## src/pkg/pct_pkg.sv

```systemverilog
package pct_pkg;
    localparam int          CNT_W       = 8;
    localparam logic [7:0]  CNT_RST     = 8'h00;
    localparam logic [7:0]  PER_RST     = 8'h00;
    localparam logic [7:0]  DTY_RST     = 8'h00;
    localparam int          NUM_CH      = 8;
    // Channels whose clock pair is B/SB; the rest use A/SA
    localparam logic [7:0]  CLK_B_MAP   = 8'hcc;
endpackage

```

## src/logic/pct_clk_sel.sv

```systemverilog
`timescale 1ns/10ps
module pct_clk_sel #(
    parameter int NUM_CH = 8
) (
    input  wire logic              clk_a_tick_i,
    input  wire logic              clk_sa_tick_i,
    input  wire logic              clk_b_tick_i,
    input  wire logic              clk_sb_tick_i,
    input  wire logic [NUM_CH-1:0] clock_choice_bit_i,
    output wire logic [NUM_CH-1:0] ch_tick_o
);
    genvar g;
    generate
        for (g = 0; g < NUM_CH; g++)
        begin : g_ch
            wire logic use_b;
            assign use_b = pct_pkg::CLK_B_MAP[g % 8];
            // Prescaled or scaled clock per channel, from its group's pair
            assign ch_tick_o[g] = use_b ?
                (clock_choice_bit_i[g] ? clk_sb_tick_i : clk_b_tick_i) :
                (clock_choice_bit_i[g] ? clk_sa_tick_i : clk_a_tick_i);
        end
    endgenerate
endmodule

```

## src/logic/pct_channel.sv

```systemverilog
`timescale 1ns/10ps
module pct_channel #(
    parameter int CNT_W = 8
) (
    input  wire logic             core_clk_i,
    input  wire logic             resetn_i,
    input  wire logic             tick_i,
    input  wire logic             channel_enable_bit_i,
    input  wire logic             start_polarity_bit_i,
    input  wire logic             center_align_bit_i,
    input  wire logic             per_wr_i,
    input  wire logic             dty_wr_i,
    input  wire logic             cnt_wr_i,
    input  wire logic [CNT_W-1:0] wdata_i,
    output wire logic [CNT_W-1:0] channel_counter_o,
    output wire logic [CNT_W-1:0] period_value_o,
    output wire logic [CNT_W-1:0] duty_value_o,
    output wire logic             pwm_o
);
    logic [CNT_W-1:0] cnt_ff;
    logic [CNT_W-1:0] per_buf_ff;
    logic [CNT_W-1:0] dty_buf_ff;
    logic [CNT_W-1:0] per_ff;
    logic [CNT_W-1:0] dty_ff;
    logic             down_ff;
    logic             flop_ff;
    logic             run_ff;
    logic             zero_rst_ff;
    logic             pout_ff;

    wire logic [CNT_W-1:0] nxt_per_buf;
    wire logic [CNT_W-1:0] nxt_dty_buf;
    wire logic [CNT_W-1:0] cnt_step;
    wire logic             step;
    wire logic             per_match;
    wire logic             dty_match;
    wire logic             left_end;
    wire logic             ctr_up_end;
    wire logic             ctr_low_end;
    wire logic             load;
    wire logic             out_raw;

    assign nxt_per_buf = per_wr_i ? wdata_i : per_buf_ff;
    assign nxt_dty_buf = dty_wr_i ? wdata_i : dty_buf_ff;
    // Gated clock: only whole selected-clock ticks reach the counter
    assign step        = run_ff & channel_enable_bit_i & tick_i &
                         ~cnt_wr_i;
    assign per_match   = (cnt_ff == per_ff);
    // Count the counter moves to on this tick
    assign cnt_step    = (down_ff | ctr_up_end) ? cnt_ff - 8'h01 :
                                                  cnt_ff + 8'h01;
    // Toggle as the counter arrives on the duty count
    assign dty_match   = (cnt_step == dty_ff);
    assign left_end    = ~center_align_bit_i &
                         (cnt_ff + 8'h01 >= per_ff);
    assign ctr_up_end  = center_align_bit_i & ~down_ff & per_match;
    assign ctr_low_end = center_align_bit_i & down_ff &
                         (cnt_ff == 8'h01);
    assign load        = (step & (left_end | ctr_low_end)) | cnt_wr_i |
                         ~channel_enable_bit_i;
    // Output mux on flip-flop Q or not-Q
    assign out_raw     = start_polarity_bit_i ? ~flop_ff : flop_ff;
    assign channel_counter_o = cnt_ff;
    assign period_value_o    = per_buf_ff;
    assign duty_value_o      = dty_buf_ff;
    assign pwm_o             = pout_ff;

    always_ff @(posedge core_clk_i or negedge resetn_i)
    begin
        if (!resetn_i)
        begin
            per_buf_ff <= pct_pkg::PER_RST;
            dty_buf_ff <= pct_pkg::DTY_RST;
        end
        else
        begin
            per_buf_ff <= nxt_per_buf;
            dty_buf_ff <= nxt_dty_buf;
        end
    end

    // Active latches follow writes directly while disabled
    always_ff @(posedge core_clk_i or negedge resetn_i)
    begin
        if (!resetn_i)
        begin
            per_ff <= pct_pkg::PER_RST;
            dty_ff <= pct_pkg::DTY_RST;
        end
        else if (load)
        begin
            per_ff <= nxt_per_buf;
            dty_ff <= nxt_dty_buf;
        end
    end

    // Enable synchronised to the selected clock edge
    always_ff @(posedge core_clk_i or negedge resetn_i)
    begin
        if (!resetn_i)
            run_ff <= 1'b0;
        else if (!channel_enable_bit_i)
            run_ff <= 1'b0;
        else if (tick_i)
            run_ff <= 1'b1;
    end

    always_ff @(posedge core_clk_i or negedge resetn_i)
    begin
        if (!resetn_i)
            zero_rst_ff <= 1'b0;
        else if (per_wr_i && !channel_enable_bit_i && wdata_i == 8'h00)
            zero_rst_ff <= 1'b1;
        else if (tick_i || cnt_wr_i)
            zero_rst_ff <= 1'b0;
    end

    always_ff @(posedge core_clk_i or negedge resetn_i)
    begin
        if (!resetn_i)
        begin
            cnt_ff  <= pct_pkg::CNT_RST;
            down_ff <= 1'b0;
            flop_ff <= 1'b0;
        end
        else if (cnt_wr_i)
        begin
            cnt_ff  <= pct_pkg::CNT_RST;
            down_ff <= 1'b0;
            flop_ff <= 1'b0;
        end
        else if (zero_rst_ff && tick_i)
            cnt_ff  <= pct_pkg::CNT_RST;
        else if (step)
        begin
            if (dty_match)
                flop_ff <= ~flop_ff;
            if (left_end)
            begin
                cnt_ff  <= pct_pkg::CNT_RST;
                flop_ff <= 1'b0;
            end
            else if (ctr_up_end)
            begin
                down_ff <= 1'b1;
                cnt_ff  <= cnt_ff - 8'h01;
            end
            else if (ctr_low_end)
            begin
                down_ff <= 1'b0;
                cnt_ff  <= pct_pkg::CNT_RST;
                flop_ff <= 1'b0;
            end
            else if (down_ff)
                cnt_ff  <= cnt_ff - 8'h01;
            else
                cnt_ff  <= cnt_ff + 8'h01;
        end
    end

    // Boundary cases: no period, duty at or above period, or zero duty
    always_ff @(posedge core_clk_i or negedge resetn_i)
    begin
        if (!resetn_i)
            pout_ff <= 1'b0;
        else if (per_ff == 8'h00)
            pout_ff <= start_polarity_bit_i;
        else if (dty_ff >= per_ff)
            pout_ff <= start_polarity_bit_i;
        else if (dty_ff == 8'h00)
            pout_ff <= ~start_polarity_bit_i;
        else
            pout_ff <= out_raw;
    end

    a_stop_holds: assert property (
        @(posedge core_clk_i) disable iff (!resetn_i)
        (!channel_enable_bit_i && !cnt_wr_i && !zero_rst_ff)
        |=> $stable(cnt_ff))
        else $error("counter moved while off");
    a_wr_clears: assert property (
        @(posedge core_clk_i) disable iff (!resetn_i)
        cnt_wr_i |=> (cnt_ff == 8'h00) && !down_ff)
        else $error("counter write did not clear");
    a_left_upper: assert property (
        @(posedge core_clk_i) disable iff (!resetn_i)
        (step && left_end) |=> cnt_ff == 8'h00)
        else $error("left counter did not wrap");
    a_off_latch: assert property (
        @(posedge core_clk_i) disable iff (!resetn_i)
        (!channel_enable_bit_i && per_wr_i)
        |=> per_ff == $past(wdata_i))
        else $error("latch not direct");
    a_on_buffer: assert property (
        @(posedge core_clk_i) disable iff (!resetn_i)
        (channel_enable_bit_i && !load) |=> $stable(per_ff))
        else $error("active period changed mid cycle");
    a_run_sync: assert property (
        @(posedge core_clk_i) disable iff (!resetn_i)
        $rose(run_ff) |-> $past(tick_i))
        else $error("enable not tick aligned");
    a_count_step: assert property (
        @(posedge core_clk_i) disable iff (!resetn_i)
        (step && !center_align_bit_i && !left_end && !zero_rst_ff)
        |=> cnt_ff == $past(cnt_ff) + 8'h01)
        else $error("counter did not step");
    a_duty_tog: assert property (
        @(posedge core_clk_i) disable iff (!resetn_i)
        (step && dty_match && !left_end && !ctr_low_end
        && !zero_rst_ff) |=> flop_ff != $past(flop_ff))
        else $error("duty match did not toggle");
    a_no_run_off: assert property (
        @(posedge core_clk_i) disable iff (!resetn_i)
        !channel_enable_bit_i |=> !run_ff)
        else $error("run stayed on");
    a_center_turn: assert property (
        @(posedge core_clk_i) disable iff (!resetn_i)
        (step && ctr_up_end) |=> down_ff)
        else $error("center count did not turn");
    a_center_low: assert property (
        @(posedge core_clk_i) disable iff (!resetn_i)
        (step && ctr_low_end) |=> (cnt_ff == 8'h00) && !down_ff)
        else $error("center count did not return up");
endmodule

```

## src/logic/pct_timer.sv

```systemverilog
// Notes on behaviour
// - Enable acts on next selected clock tick
// - Disabled channel counter does not advance
// - Polarity sets starting output level
// - Period, duty buffered until load points
// - Disabled writes go straight to latches
// - Per-channel 8-bit up/down counter
// - Duty match toggles output flip-flop
// - Counter reads have no side effects
// - Counter write clears, loads, sets polarity
// - Disable freezes count; enable resumes
// - Zero period while disabled resets counter
// - Running counter write restarts period
// - Counter clears at period end
// - Alignment bit clear gives left-aligned
// - Left-aligned counts zero to period minus one
// - Period match resets, loads buffers
// - Frequency is clock over period; center-aligned halves it
// - Center-aligned counts up then down
// - Clock pair chosen by channel group
`timescale 1ns/10ps
module pct_timer #(
    parameter int NUM_CH = 8,
    parameter int CNT_W  = 8
) (
    input  wire logic                    core_clk_i,
    input  wire logic                    resetn_i,
    input  wire logic                    clk_a_tick_i,
    input  wire logic                    clk_sa_tick_i,
    input  wire logic                    clk_b_tick_i,
    input  wire logic                    clk_sb_tick_i,
    input  wire logic [NUM_CH-1:0]       channel_enable_bit_i,
    input  wire logic [NUM_CH-1:0]       polarity_register_i,
    input  wire logic [NUM_CH-1:0]       alignment_select_register_i,
    input  wire logic [NUM_CH-1:0]       clock_choice_bit_i,
    input  wire logic [NUM_CH-1:0]       per_wr_i,
    input  wire logic [NUM_CH-1:0]       dty_wr_i,
    input  wire logic [NUM_CH-1:0]       cnt_wr_i,
    input  wire logic [CNT_W-1:0]        wdata_i,
    output wire logic [NUM_CH*CNT_W-1:0] channel_counter_o,
    output wire logic [NUM_CH*CNT_W-1:0] period_value_o,
    output wire logic [NUM_CH*CNT_W-1:0] duty_value_o,
    output wire logic [NUM_CH-1:0]       pwm_o
);
    wire logic [NUM_CH-1:0] ch_tick;

    pct_clk_sel #(
        .NUM_CH (NUM_CH)
    ) u_sel (
        .clk_a_tick_i       (clk_a_tick_i),
        .clk_sa_tick_i      (clk_sa_tick_i),
        .clk_b_tick_i       (clk_b_tick_i),
        .clk_sb_tick_i      (clk_sb_tick_i),
        .clock_choice_bit_i (clock_choice_bit_i),
        .ch_tick_o          (ch_tick)
    );

    genvar g;
    generate
        for (g = 0; g < NUM_CH; g++)
        begin : g_ch
            // Each channel takes its own control bits
            pct_channel #(
                .CNT_W (CNT_W)
            ) u_ch (
                .core_clk_i           (core_clk_i),
                .resetn_i             (resetn_i),
                .tick_i               (ch_tick[g]),
                .channel_enable_bit_i (channel_enable_bit_i[g]),
                .start_polarity_bit_i (polarity_register_i[g]),
                .center_align_bit_i   (alignment_select_register_i[g]),
                .per_wr_i             (per_wr_i[g]),
                .dty_wr_i             (dty_wr_i[g]),
                .cnt_wr_i             (cnt_wr_i[g]),
                .wdata_i              (wdata_i),
                .channel_counter_o    (channel_counter_o[g*CNT_W +: CNT_W]),
                .period_value_o       (period_value_o[g*CNT_W +: CNT_W]),
                .duty_value_o         (duty_value_o[g*CNT_W +: CNT_W]),
                .pwm_o                (pwm_o[g])
            );
        end
    endgenerate
endmodule

```

## config.mk

```make
export PLATFORM = sky130hd
export DESIGN_NAME = pct_timer
export DESIGN_NICKNAME = d
export VERILOG_FILES = /design/src/pkg/pct_pkg.sv /design/src/logic/pct_clk_sel.sv /design/src/logic/pct_channel.sv /design/src/logic/pct_timer.sv
export SDC_FILE = /design/constraint.sdc
export NUM_CORES = 1
export LEC_CHECK = 0
export BUFFER_PORTS_ARGS = -buffer_cell sky130_fd_sc_hd__buf_2
export CELL_PAD_IN_SITES_DETAIL_PLACEMENT = 2
export CELL_PAD_IN_SITES_GLOBAL_PLACEMENT = 2
export CORE_ASPECT_RATIO = 0.75
export CORE_UTILIZATION = 40
export CTS_CLUSTER_SIZE = 8
export DETAILED_ROUTE_END_ITERATION = 12
export GPL_TIMING_DRIVEN = 0
export PLACE_DENSITY_LB_ADDON = 0.3
export REMOVE_ABC_BUFFERS = 1
export SYNTH_ARGS = -nofsm -noshare
export SYNTH_HDL_FRONTEND = slang
export SYNTH_HIERARCHICAL = 1
export SYNTH_SLANG_ARGS = --single-unit
```

## constraint.sdc

```tcl
create_clock -name core_clk_i -period 6.5 [get_ports core_clk_i]
set_clock_uncertainty 0.15 [all_clocks]
set_input_delay 0.325 -clock core_clk_i [delete_from_list [all_inputs] [get_ports core_clk_i]]
set_output_delay 0.325 -clock core_clk_i [all_outputs]
set_load 0.02 [all_outputs]
```

Word-level counts from Yosys, hierarchy flattened
Index checks and enable logic that the tools add are counted.
- magnitude comparators: 16
- $add $sub $neg: 16
- eq/ne operators: 48
- reduce and logical (&&, ||, !) cells: 105
- muxes and demuxes: 256
- bitwise logic cells: 152
- operator list (operator ; number):
    two-way mux 8 bit ; 80
    two-way mux 1 bit ; 176
    zero test 8 bit ; 17
    equality test 8 bit ; 16
    >= comparator 8 bit ; 16
    bitwise AND 1 bit ; 72
    adder 8 x 1 -> 8 bit (second input constant) ; 8
    equality test 8 x 1 -> 1 bit (second input constant) ; 8
    subtractor 8 x 1 -> 8 bit (second input constant) ; 8
    NOT 1 bit ; 48
    nonzero test 3 bit ; 16
    != test 2 bit (second input constant) ; 16
    bitwise OR 1 bit ; 32
    AND reduction 4 bit ; 8
    nonzero test 2 bit ; 16
    logical AND 1 bit ; 24
    != test 2 x 1 -> 1 bit (second input constant) ; 8
    AND reduction 2 bit ; 8
    zero test 1 bit ; 8
    logical OR 1 bit ; 8
- word-level logic and storage cells: 673
- register bits: 360

Depth between registers and ports, before layout
Gate-level depths: netlist of the first run.
- word-level depth: 13
- depth in mapped cells: 14
- gate-level depth less buffers: 13

Cells and area by module
The synthesis of the first run kept the hierarchy.
- modules (own cells, without submodules) (module ; sequential area each (um^2) ; times used ; cells each ; area each (um^2)):
    pct_channel (g_ch[0].u_ch ...) ; 1126.1 ; 5 ; 275 ; 2904.0
    pct_channel (g_ch[5].u_ch) ; 1126.1 ; 1 ; 275 ; 2890.3
    pct_channel (g_ch[6].u_ch) ; 1126.1 ; 1 ; 246 ; 2797.7
    pct_channel (g_ch[7].u_ch) ; 1126.1 ; 1 ; 258 ; 2781.4
    pct_clk_sel ; 0.0 ; 1 ; 8 ; 90.1

Worst setup path after synthesis of the first run
OpenSTA, ideal clock, no wires.
- path type: reg2reg
- from: register g_ch[0].u_ch.cnt_ff[2]
- to: register g_ch[0].u_ch.dty_ff[1]
- stages on the path, launching flop included: 15
- clock period less this slack: 3636 ps
- buffers on the path: 3
- path slack: 2864 ps
- arrival time: 3361 ps
- cells stage by stage: dfrtp_1 > buf_2 > nand3_1 > or2_2 > xnor2_1 > ha_1 > a21o_1 > a21o_1 > a21oi_1 > o21a_1 > o21ai_0 > a311o_1 > clkbuf_1 > clkbuf_1 > mux2_2
- cells in the longest elaborated chain, start to end: 7
- ends and longest elaborated chain (element ; RTL line ; text):
    from (decl) ; pct_channel.sv:20 ; logic [CNT_W-1:0] cnt_ff;
    from (signal assigned) ; pct_channel.sv:122 ; cnt_ff <= pct_pkg::CNT_RST;
    from (signal assigned) ; pct_channel.sv:128 ; cnt_ff <= pct_pkg::CNT_RST;
    from (signal assigned) ; pct_channel.sv:133 ; cnt_ff <= pct_pkg::CNT_RST;
    adder 8 x 1 -> 8 bit ; pct_channel.sv:55 ; (cnt_ff + 8'h01 >= per_ff);
    >= comparator 8 bit ; pct_channel.sv:55 ;
    bitwise AND 1 bit ; pct_channel.sv:54 ; assign left_end = ~center_align_bit_i &
    bitwise OR 1 bit (*) ; pct_channel.sv:59 ; assign load = (step & (left_end | ctr_low_end)) | cnt_wr_i |
    bitwise AND 1 bit (*) ; pct_channel.sv:59 ;
    bitwise OR 1 bit (*) (2 in series) ; pct_channel.sv:59 ;
    to (signal assigned) ; pct_channel.sv:88 ; dty_ff <= pct_pkg::DTY_RST;
    to (signal assigned) ; pct_channel.sv:93 ; dty_ff <= nxt_dty_buf;
    to (decl) ; pct_channel.sv:24 ; logic [CNT_W-1:0] dty_ff;
Mark *: on every way between the ends. The rest lies on a longest branch, timed or not.
A chain may end at the register's enable or synchronous reset.

Worst setup path in the final report of the first run
- from: register g_ch[4].u_ch.cnt_ff[2]
- to: register g_ch[4].u_ch.dty_ff[7]
- cells in the longest elaborated chain, start to end: 7
- ends and longest elaborated chain (element ; RTL line):
    from (decl) ; pct_channel.sv:20
    from (signal assigned) ; pct_channel.sv:122
    from (signal assigned) ; pct_channel.sv:128
    from (signal assigned) ; pct_channel.sv:133
    adder 8 x 1 -> 8 bit ; pct_channel.sv:55
    >= comparator 8 bit ; pct_channel.sv:55
    bitwise AND 1 bit ; pct_channel.sv:54
    bitwise OR 1 bit (*) ; pct_channel.sv:59
    bitwise AND 1 bit (*) ; pct_channel.sv:59
    bitwise OR 1 bit (*) (2 in series) ; pct_channel.sv:59
    to (signal assigned) ; pct_channel.sv:88
    to (signal assigned) ; pct_channel.sv:93
    to (decl) ; pct_channel.sv:24
Marks and branches as above.

==> impl_metrics.toml, run 1 <==
[synthesis]
yosysSeqAreaShare_pct = 39.0
synthArstFlopShare_pct = 100
synth_top_area_share_pct = 39.0
yosys_warnings = 6
syn-instance-count = 2162
syn_avg_cell_area_um2 = 10.7
synth.distinct_cells = 79
synth_top_cell_by_area = "dfrtp_1"
syn_area_um2 = 23100
synth-edff-count = 0
synthTopCellsByArea = "dfrtp_1, mux2_2, ha_1, xnor2_1, xor2_1"
ys.flop_type = "dfrtp_1"
ys_ff_latch = 360

[clock_tree]
numCtsBuffers = 51
cts.sinks = 360
cts_setup_buffers = 0
cts.repair.resized = 0
cts_tree = "yes"
cts_max_path_buffers = 3
htreeDepth = 2
clkLatencyLatePin_ns = 0.60
cts-hold-fix-buffers = 27
path_clk_slew_ns = 0.05
root_buffer = "clkbuf_16"

[pwr]
pwr_density_cell_nw_per_um2 = 248
power_leakage_uw = 0.0123
pwr-share-seq_pct = 41.3
internal_power_uw = 4500
pwr-share-clk_pct = 37.2
ir_drop_mv = 0.184
power.switching_uw = 2100
combPwrFrac_pct = 21.5
p_sw_share_pct = 31.8
total_power_uw = 6600

[die]
io-pin-count = 270
die_x_um = 279
start_util_pct = 40.9
fp.dieH_um = 210
coreArea_um2 = 56500
num_rows = 75
die_area_um2 = 58700

[global_routing]
grt_pass1_wl_mm = 129
grt_usage_pct = 28.3
antenna_found_initial = 3
overflow = 0
grt_pass1_vias = 21157
grt_max_degree = 109

[status]
status = "finished clean"

[sta]
finalMaxSlewViolations = 0
setup_slack_ns = 1.25
setup_viol = 0
rsz0062_at_grt = "false"
fmax_mhz = 190
fin_crit_sh_pct = 80.8
final_hold_viol_count = 0
relSlewSlack_pct = 6.24
worstMarginPinSlew_ns = 1.39
finalCriticalPeriod_ns = 5.25

[min_path]
hold_class = "primary input to flop"
worstHoldStart = "per_wr_i[6]"

[detailed_routing]
drcViolationCount = 0
vias = 18802
wl_met3_mm = 3.60
firstDrtPassIters = 5
wire_per_inst_um = 25.9
wl_met2_mm = 39.9
drt_wl_total_mm = 82.7
dr.max_layer_used = "met4"
antenna_left = 0
via_per_inst = 5.88
drtIter0Drc = 1002
m1WireLength_mm = 37.4

[critical_path]
crit_start = "g_ch[4].u_ch/channel_counter_o[2]"
crit_required_ns = 6.83
crit_type = "flop to flop"
start_kind = "flop"
reg2reg_from = "g_ch[4].u_ch/channel_counter_o[2]"
endpoint_kind = "flop"
crit_arrival_ns = 5.58
crit_fanout = 16

[layout]
syn2layout_area_growth_pct = 15.3
stdcell_count = 3196
fillCellCount = 5873
drive_above_1_share_pct = 25.4
final_common_cell = "dfrtp_1"
design_area_um2 = 26600
final_cell_mix = "dfrtp_1, buf_2, mux2_2"
finalNetCount = 2643
post-route-util_pct = 47.1
diodes = 0

[placement]
io_buffers = 269
dp_hpwl_mm = 59.2
placed_cells = 3110
place_ws_ns = 1.43
place_area_um2 = 25000
gp_congestion = 0.911

[flow_run]
maxCapViolations = 0
Yosys cell counts, types with 20 or more instances:
| master | n |
|---|---|
| mux2_1 | 44 |
| nand2b_1 | 30 |
| dfrtp_1 | 360 |
| nor2_1 | 99 |
| nand4_1 | 27 |
| nor3_1 | 36 |
| a22o_1 | 33 |
| inv_1 | 130 |
| nor4_1 | 52 |
| clkbuf_1 | 41 |
| a21oi_1 | 76 |
| mux2i_1 | 21 |
| o211ai_1 | 22 |
| o21ai_0 | 38 |
| nand2_1 | 87 |
| ha_1 | 152 |
| o31ai_1 | 21 |
| a21o_1 | 73 |
| xor2_1 | 63 |
| mux2_2 | 224 |
| nand3_1 | 34 |
| or4_1 | 20 |
| xnor2_1 | 133 |
| buf_2 | 24 |
registers in the layout (all words and copies together), names as in the netlist:
signal and flops:
g_ch.u_ch/channel_counter_o 64, g_ch.u_ch/down_ff 8, g_ch.u_ch/dty_ff 64, g_ch.u_ch/duty_value_o 64, g_ch.u_ch/flop_ff 8, g_ch.u_ch/per_ff 64
g_ch.u_ch/period_value_o 64, g_ch.u_ch/pwm_o 8, g_ch.u_ch/run_ff 8, g_ch.u_ch/zero_rst_ff 8
per-layer routing:
layer / up-vias / global-route usage, %
li1: 8415 / -
met1: 9840 / 38.4
met2: 442 / 47.7
met3: 105 / 3.64
met4: 0 / 7.33
met5: - / 0
power groups by stage:
stage	Combinational, µW	Sequential, µW	Clock [µW]
5_1_grt	1540	2760	2610
6_report	1420	2730	2450
3_3_place_gp	1280	2740	0
4_1_cts	1420	2730	2520
3_5_place_dp	1390	2760	0
2_1_floorplan	779	2760	0
layout make-up:
class	instances	area, µm²	share of cell area (%)
Clock buffer	55	1320	4.97
Clock inverter	3	55.1	0.207
Inverter	130	488	1.83
Multi-Input combinational cell	1578	13100	49.1
Sequential cell	360	9010	33.8
Tap cell	770	963	3.62
Timing Repair Buffer	300	1710	6.44
logic make-up after synthesis:
| logic type | Yosys count | synth area share (%) |
|---|---|---|
| fa+ha+maj | 152 | 8.24 |
| buf+inv | 224 | 4.41 |
| flops | 360 | 39.0 |
| compound gates | 420 | 13.4 |
| mux | 296 | 14.4 |
| xor+xnor | 199 | 7.70 |
| simple gates | 511 | 12.8 |
critical path, cell delays in order (launching register included):
cell	delay, ns
dfrtp_1	0.70
nand3_1	0.44
or2_2	0.44
xnor2_1	0.14
ha_1	0.32
a21o_1	0.12
a21o_1	0.12
a21oi_1	0.07
o21a_1	0.13
o21ai_0	1.07
a311o_1	0.97
mux2_2	0.43
path summary, 6_finish.rpt:
check / to / slack, ns / cells after the start
max: g_ch[4].u_ch/dty_ff[7] / 1.25 / 11
min: g_ch[6].u_ch/period_value_o[7] / 0.03 / 2
max reg2reg: g_ch[4].u_ch/dty_ff[7] / 1.25 / 11
min reg2reg: g_ch[3].u_ch/duty_value_o[7] / 0.37 / 1
max in group asynchronous: g_ch[3].u_ch/duty_value_o[4] / 4.63 / 4
min in group asynchronous: g_ch[4].u_ch/period_value_o[1] / 0.12 / 2
metrics by stage:
step           hold WS (ns)  TNS [ns]
2_1_floorplan        -0.121         0
3_3_place_gp          0.353   -782.38
3_5_place_dp          0.162         0
4_1_cts              0.0101         0
5_1_grt              0.0385         0
6_report             0.0310         0
(Power assumes the default switching activity.)
==> inputs of run 2 (changes only) <==
- ABC_AREA: not set -> 1
- CORE_UTILIZATION: 40 -> 35
- clock period: 6.5 -> 5.4 ns (I/O delays scaled with it)
==> run 2 against run 1 <==
  * Die area up 14%
  * Critical path depth up 2
  * Hold slack better by 0.027 ns
  * Core utilization down 5.8 points
  * Sequential share of layout area down 0.37 points
  * Sequential cell count unchanged
  * Combinational power up 26%
  * Global-route usage down 1.4 points
  * Final cell count up 26%
  * Critical endpoint is now g_ch[0].u_ch/dty_ff[4]
==> impl_metrics.toml, run 2 <==
[status]
status = "finished clean"

[global_routing]
antenna_found_initial = 3
grtUsageMet3_pct = 4.31
grt_pass1_vias = 23875
busiest_layer = "met2"
grt_max_degree = 115
grt_usage_pct = 26.9
grtUsageMet2_pct = 43.9
overflow = 0
grt_pass1_wl_mm = 140
grt_use_met1_pct = 36.5

[layout]
post-route-util_pct = 41.4
fillCellCount = 7485
final_cell_mix = "nand2_1, inv_1, dfrtp_1"
final_common_cell = "nand2_1"
design_area_um2 = 26900
drive_above_1_share_pct = 17.6
syn2layout_area_growth_pct = 16.9
finalNetCount = 3383

[critical_path]
crit_cells = 13
endpoint_kind = "flop"
reg2reg_slack_ns = 1.26
crit_chain = "nand3_1 -> nor2_1 -> xor2_1 -> inv_1 -> ha_1 -> nand2_1 -> o41ai_1 -> nand2_1 -> nand3_1 -> o21ai_0 -> nand2_1 -> nand2_1 -> o21ai_0"
endpoint = "g_ch[0].u_ch/dty_ff[4]"
path_delay_family = "simple AND/OR/NAND/NOR gates"
crit_start = "g_ch[0].u_ch/channel_counter_o[0]"
start_kind = "flop"
r2r-end = "g_ch[0].u_ch/dty_ff[4]"
crit_fanout = 32
r2r_cells = 13
cpMaxStageDelayCell = "nand2_1"
reg2reg_from = "g_ch[0].u_ch/channel_counter_o[0]"
crit_top_cell = "nand2_1"
crit_type = "flop to flop"
crit_arrival_ns = 4.45
cp_num_buf_inv = 1
slowest_delay_ns = 0.77
crit_required_ns = 5.72

[sta]
finalCriticalPeriod_ns = 4.14
fmax_mhz = 242
rsz0062_at_grt = "false"
fin_crit_sh_pct = 76.6
final_hold_viol_count = 0
relSlewSlack_pct = 26.5
tns_ns = 0
finalMaxSlewViolations = 0
setup_viol = 0
hold_slack_ns = 0.0576
worstMarginPinSlew_ns = 1.10

[clock_tree]
cts_setup_buffers = 0
cts.repair.resized = 0
htreeDepth = 2
numCtsBuffers = 51
root_buffer = "clkbuf_16"
cts.sinks = 360
path_clk_slew_ns = 0.05
clkLatencyLatePin_ns = 0.59
cts_max_path_buffers = 3
cts_tree = "yes"

[detailed_routing]
antenna_left = 0
wire_per_inst_um = 22.3
vias = 21506
firstDrtPassIters = 5
drcViolationCount = 0
via_per_inst = 5.33
drtIter0Drc = 918
drt_wl_total_mm = 90.1

[synthesis]
synth_most_common_cell = "nand2_1"
synthTopCellsByArea = "dfrtp_1, nand2_1, ha_1, inv_1, mux2_2"
yosys-mux-area-fraction_pct = 4.55
synthAdderAreaFrac_pct = 8.26
synth_compound_area_share_pct = 10.0
synth.distinct_cells = 43
syn_area_um2 = 23000
ys_ff_latch = 360
synthTopCellsByCount = "nand2_1, inv_1, dfrtp_1, o21ai_0, nand3_1"
ys.flop_type = "dfrtp_1"
synth-edff-count = 0
syn-instance-count = 2859
syn_avg_cell_area_um2 = 8.05
yosys_warnings = 6
yosys.area_share.simple_pct = 24.8
yosysSeqAreaShare_pct = 39.1
synth_top_area_share_pct = 39.1
synthArstFlopShare_pct = 100
synth_top_cell_by_area = "dfrtp_1"
synth_xor_xnor_area_share_pct = 4.45
synth_top_family_by_area = "simple AND/OR/NAND/NOR gates"

[die]
io-pin-count = 270
fp.dieH_um = 224
coreArea_um2 = 65100
num_rows = 81
start_util_pct = 35.4
die_area_um2 = 66800
die_x_um = 298

[pwr]
pwr-share-seq_pct = 40.1
combPwrFrac_pct = 22.7
ir_drop_mv = 0.193
total_power_uw = 7890
power.switching_uw = 2630
internal_power_uw = 5260
pwr-share-clk_pct = 37.2
power_leakage_uw = 0.0141
p_sw_share_pct = 33.3
pwr_density_cell_nw_per_um2 = 293

[flow_run]
maxCapViolations = 0

[placement]
place_area_um2 = 25100
io_buffers = 269
dp_hpwl_mm = 66.3
gp_congestion = 0.888

[min_path]
hold_class = "primary input to flop"
run 2: cell count changes after synthesis, moves of 73 or more:
cell     change
inv_1      +251
nand2_1    +637
nand3_1    +155
o21ai_0    +156
mux2_2     -131
a21o_1      -73
xnor2_1     -85
run 2: worst reg2reg max path, cell delays in order (launching register included):
cell	delay [ns]
dfrtp_1	0.59
nand3_1	0.25
nor2_1	0.17
xor2_1	0.27
inv_1	0.13
ha_1	0.32
nand2_1	0.10
o41ai_1	0.53
nand2_1	0.19
nand3_1	0.10
o21ai_0	0.08
nand2_1	0.77
nand2_1	0.25
o21ai_0	0.14
run 2: worst min-delay path by stage:
stage          cells past startpoint  slack (ns)              startpoint                                 to
4_1_cts                            5       0.007   clock_choice_bit_i[5]                g_ch[5].u_ch/run_ff
6_report                           6        0.06   clock_choice_bit_i[5]                g_ch[5].u_ch/run_ff
3_5_place_dp                       1        0.15                resetn_i     g_ch[7].u_ch/period_value_o[4]
5_1_grt                            5        0.07            clk_a_tick_i                g_ch[5].u_ch/run_ff
3_3_place_gp                       2        0.31  polarity_register_i[2]                 g_ch[2].u_ch/pwm_o
2_1_floorplan                      0       -0.18                resetn_i  g_ch[0].u_ch/channel_counter_o[0]
run 2: layout make-up:
class,instances,area [µm²],share of cell area [%]
diodes,2,5.00,0.0186
multi-input cells,2021,12000,44.5
clock buffers,56,1340,4.97
repair buffers,322,1940,7.21
flip-flops and latches,360,9010,33.5
inverters,405,1540,5.71
clock inverters,1,7.51,0.0279
well taps,871,1090,4.05
run 2: per-stage QoR:
stage	setup WS, ns	instances
2_1_floorplan	2.31	2786
5_1_grt	0.889	4036
3_5_place_dp	1.38	3929
4_1_cts	1.25	4036
3_3_place_gp	-3.77	3926
6_report	1.26	4038
run 2: logic make-up (layout without fill, tap and decap cells):
| group | Yosys count | in the layout |
|---|---|---|
| simple gates | 1248 | 1248 |
| buf+inv | 478 | 784 |
| compound gates | 411 | 411 |
| flops | 360 | 360 |
| fa+ha+maj | 152 | 152 |
| xor+xnor | 117 | 117 |
| mux | 93 | 93 |
| other cells | 0 | 2 |
run 2: power groups by stage:
stage / Combinational, µW / Clock (µW) / Sequential [µW]
finish: 1790 / 2940 / 3160
global placement: 1640 / 0 / 3180
CTS: 1800 / 3030 / 3160
floorplan: 947 / 0 / 3260
global route: 2000 / 3120 / 3190
detailed placement: 1760 / 0 / 3200
run 2: what timing repair did:
action	4_1_cts	5_1_grt
hold endpoints to repair	176	0
endpoints found under the setup margin	0	0
hold buffers	50	0
run 2: metal layers:
layer | share of wire [%] | wire length (µm)
met2 | 46 | 41700
met3 | 4.6 | 4140
met5 | 0 | 0
met4 | 2.7 | 2390
met1 | 46 | 41800
==> inputs of run 3 (changes only) <==
- ABC_AREA: 1 -> 0
- CORE_UTILIZATION: 35 -> 39
- clock period: 5.4 -> 4.3 ns (I/O delays scaled with it)
==> run 3 against run 2 <==
  * Hold slack worse by 0.023 ns
  * Critical path type unchanged
  * Total power is 27% higher
  * Cell area is 0.31% higher
  * Largest power group unchanged
  * Register-to-register slack worse by 1.1 ns
  * Highest routed layer unchanged
  * Clock-buffer cell count is 2 higher
==> impl_metrics.toml, run 3 (synthesis gave the netlist of run 1 again) <==
[layout]
post-route-util_pct = 46.6
stdcell_count = 3234
finalNetCount = 2670
drive_above_1_share_pct = 26.0
final_cell_mix = "dfrtp_1, buf_2, mux2_2"
final_common_cell = "dfrtp_1"
syn2layout_area_growth_pct = 17.0

[global_routing]
grt_pass1_wl_mm = 130
antenna_found_initial = 2
overflow = 0
grt_max_degree = 113
grt_usage_pct = 27.7
grt_pass1_vias = 21206

[critical_path]
crit_chain = "ha_1 -> nand3_1 -> or3_1 -> nand2_1 -> ha_1 -> a21o_1 -> a21oi_1 -> o21a_1 -> o21ai_2 -> a311o_2 -> mux2_1"
crit_required_ns = 4.59
crit_top_cell = "ha_1"
cp_num_buf_inv = 0
crit_fanout = 16
slowest_delay_ns = 0.64
crit_arrival_ns = 4.46
cpMaxStageDelayCell = "a311o_2"
start_kind = "flop"
endpoint_kind = "flop"
crit_type = "flop to flop"
path_delay_family = "compound AO/OA/AOI/OAI gates"

[detailed_routing]
firstDrtPassIters = 5
via_per_inst = 5.86
vias = 18948
antenna_left = 0
drtIter0Drc = 938
drcViolationCount = 0
drt_wl_total_mm = 83.9
wire_per_inst_um = 25.9

[clock_tree]
cts.sinks = 360
root_buffer = "clkbuf_16"
numCtsBuffers = 51
cts_max_path_buffers = 3
clkLatencyLatePin_ns = 0.57
path_clk_slew_ns = 0.06
htreeDepth = 2
cts_tree = "yes"

[die]
start_util_pct = 39.9
num_rows = 76
die_x_um = 283
io-pin-count = 270
coreArea_um2 = 57900
fp.dieH_um = 213
die_area_um2 = 60200

[placement]
placed_cells = 3120
gp_congestion = 0.918
io_buffers = 269
dp_hpwl_mm = 59.3

[sta]
finalCriticalPeriod_ns = 4.17
setup_viol = 0
final_hold_viol_count = 0
fmax_mhz = 240
finalMaxSlewViolations = 0
fin_crit_sh_pct = 97.1
relSlewSlack_pct = 26.8
worstMarginPinSlew_ns = 1.10
hold_slack_ns = 0.0348

[status]
status = "finished clean"

[pwr]
power_leakage_uw = 0.0125
ir_drop_mv = 0.264
pwr_density_cell_nw_per_um2 = 370

[flow_run]
maxCapViolations = 0

[min_path]
hold_class = "primary input to flop"
[run 3: per-stage QoR]
stage               worst slack [ns]  TNS [ns]  area (µm²)  power, µW
finish                         0.126         0       27000       9980
global route                 -0.0248   -0.0605       27000      10400
CTS                           0.0290         0       26900      10100
detailed placement            -0.828    -58.51       25000       6270
global placement               -4.32  -1581.22       24900       6100
floorplan                      0.348         0       22600       5350
[run 3: metal layers]
metal / share of wire (%) / global-route usage, % / up-vias
met5: 0 / 0 / -
met4: 2.5 / 8.25 / 0
met3: 3.5 / 3.49 / 118
met2: 48 / 47.4 / 379
met1: 45 / 36.8 / 9967
li1: - / - / 8484
[run 3: final timing paths]
| kind | from | to | slack [ns] | cells past startpoint |
|---|---|---|---|---|
| max in group asynchronous | resetn_i | g_ch[1].u_ch/channel_counter_o[7] | 2.46 | 4 |
| hold reg to reg | g_ch[7].u_ch/duty_value_o[7] | g_ch[7].u_ch/duty_value_o[7] | 0.37 | 1 |
| min in group asynchronous | resetn_i | g_ch[1].u_ch/duty_value_o[4] | 0.56 | 3 |
| setup / recovery | g_ch[4].u_ch/channel_counter_o[0] | g_ch[4].u_ch/per_ff[7] | 0.13 | 11 |
| hold / removal | clock_choice_bit_i[6] | g_ch[6].u_ch/run_ff | 0.03 | 3 |
| setup reg to reg | g_ch[4].u_ch/channel_counter_o[0] | g_ch[4].u_ch/per_ff[7] | 0.13 | 11 |
[run 3: worst reg2reg max path: stages (launching register included)]
cell	delay (ns)
dfrtp_1	0.63
ha_1	0.33
nand3_1	0.29
or3_1	0.49
nand2_1	0.14
ha_1	0.25
a21o_1	0.16
a21oi_1	0.15
o21a_1	0.23
o21ai_2	0.19
a311o_2	0.64
mux2_1	0.39
[run 3: where the power goes]
part           total, µW  switching [µW]  internal [µW]
clock network       3690            1490           2200
registers           4120             422           3700
logic               2170            1240            929
total               9980            3150           6830
[run 3: final cells by class]
class	count	area [µm²]
fill	5921	30900
sequential	360	9010
tap	780	976
inverter	130	488
timing repair buffer	327	2010
clock buffer	58	1380
multi-input combinational	1578	13100
antenna	1	2.50
[run 3: repair_timing]
item                                    4_1_cts  5_1_grt
hold buffers                                 53        0
gates cloned                                  0        0
setup buffers                                 0        2
endpoints found under the setup margin       89      100
endpoints found under the hold margin       530        0
pin swaps                                     0        2
gates resized for setup                      20       12
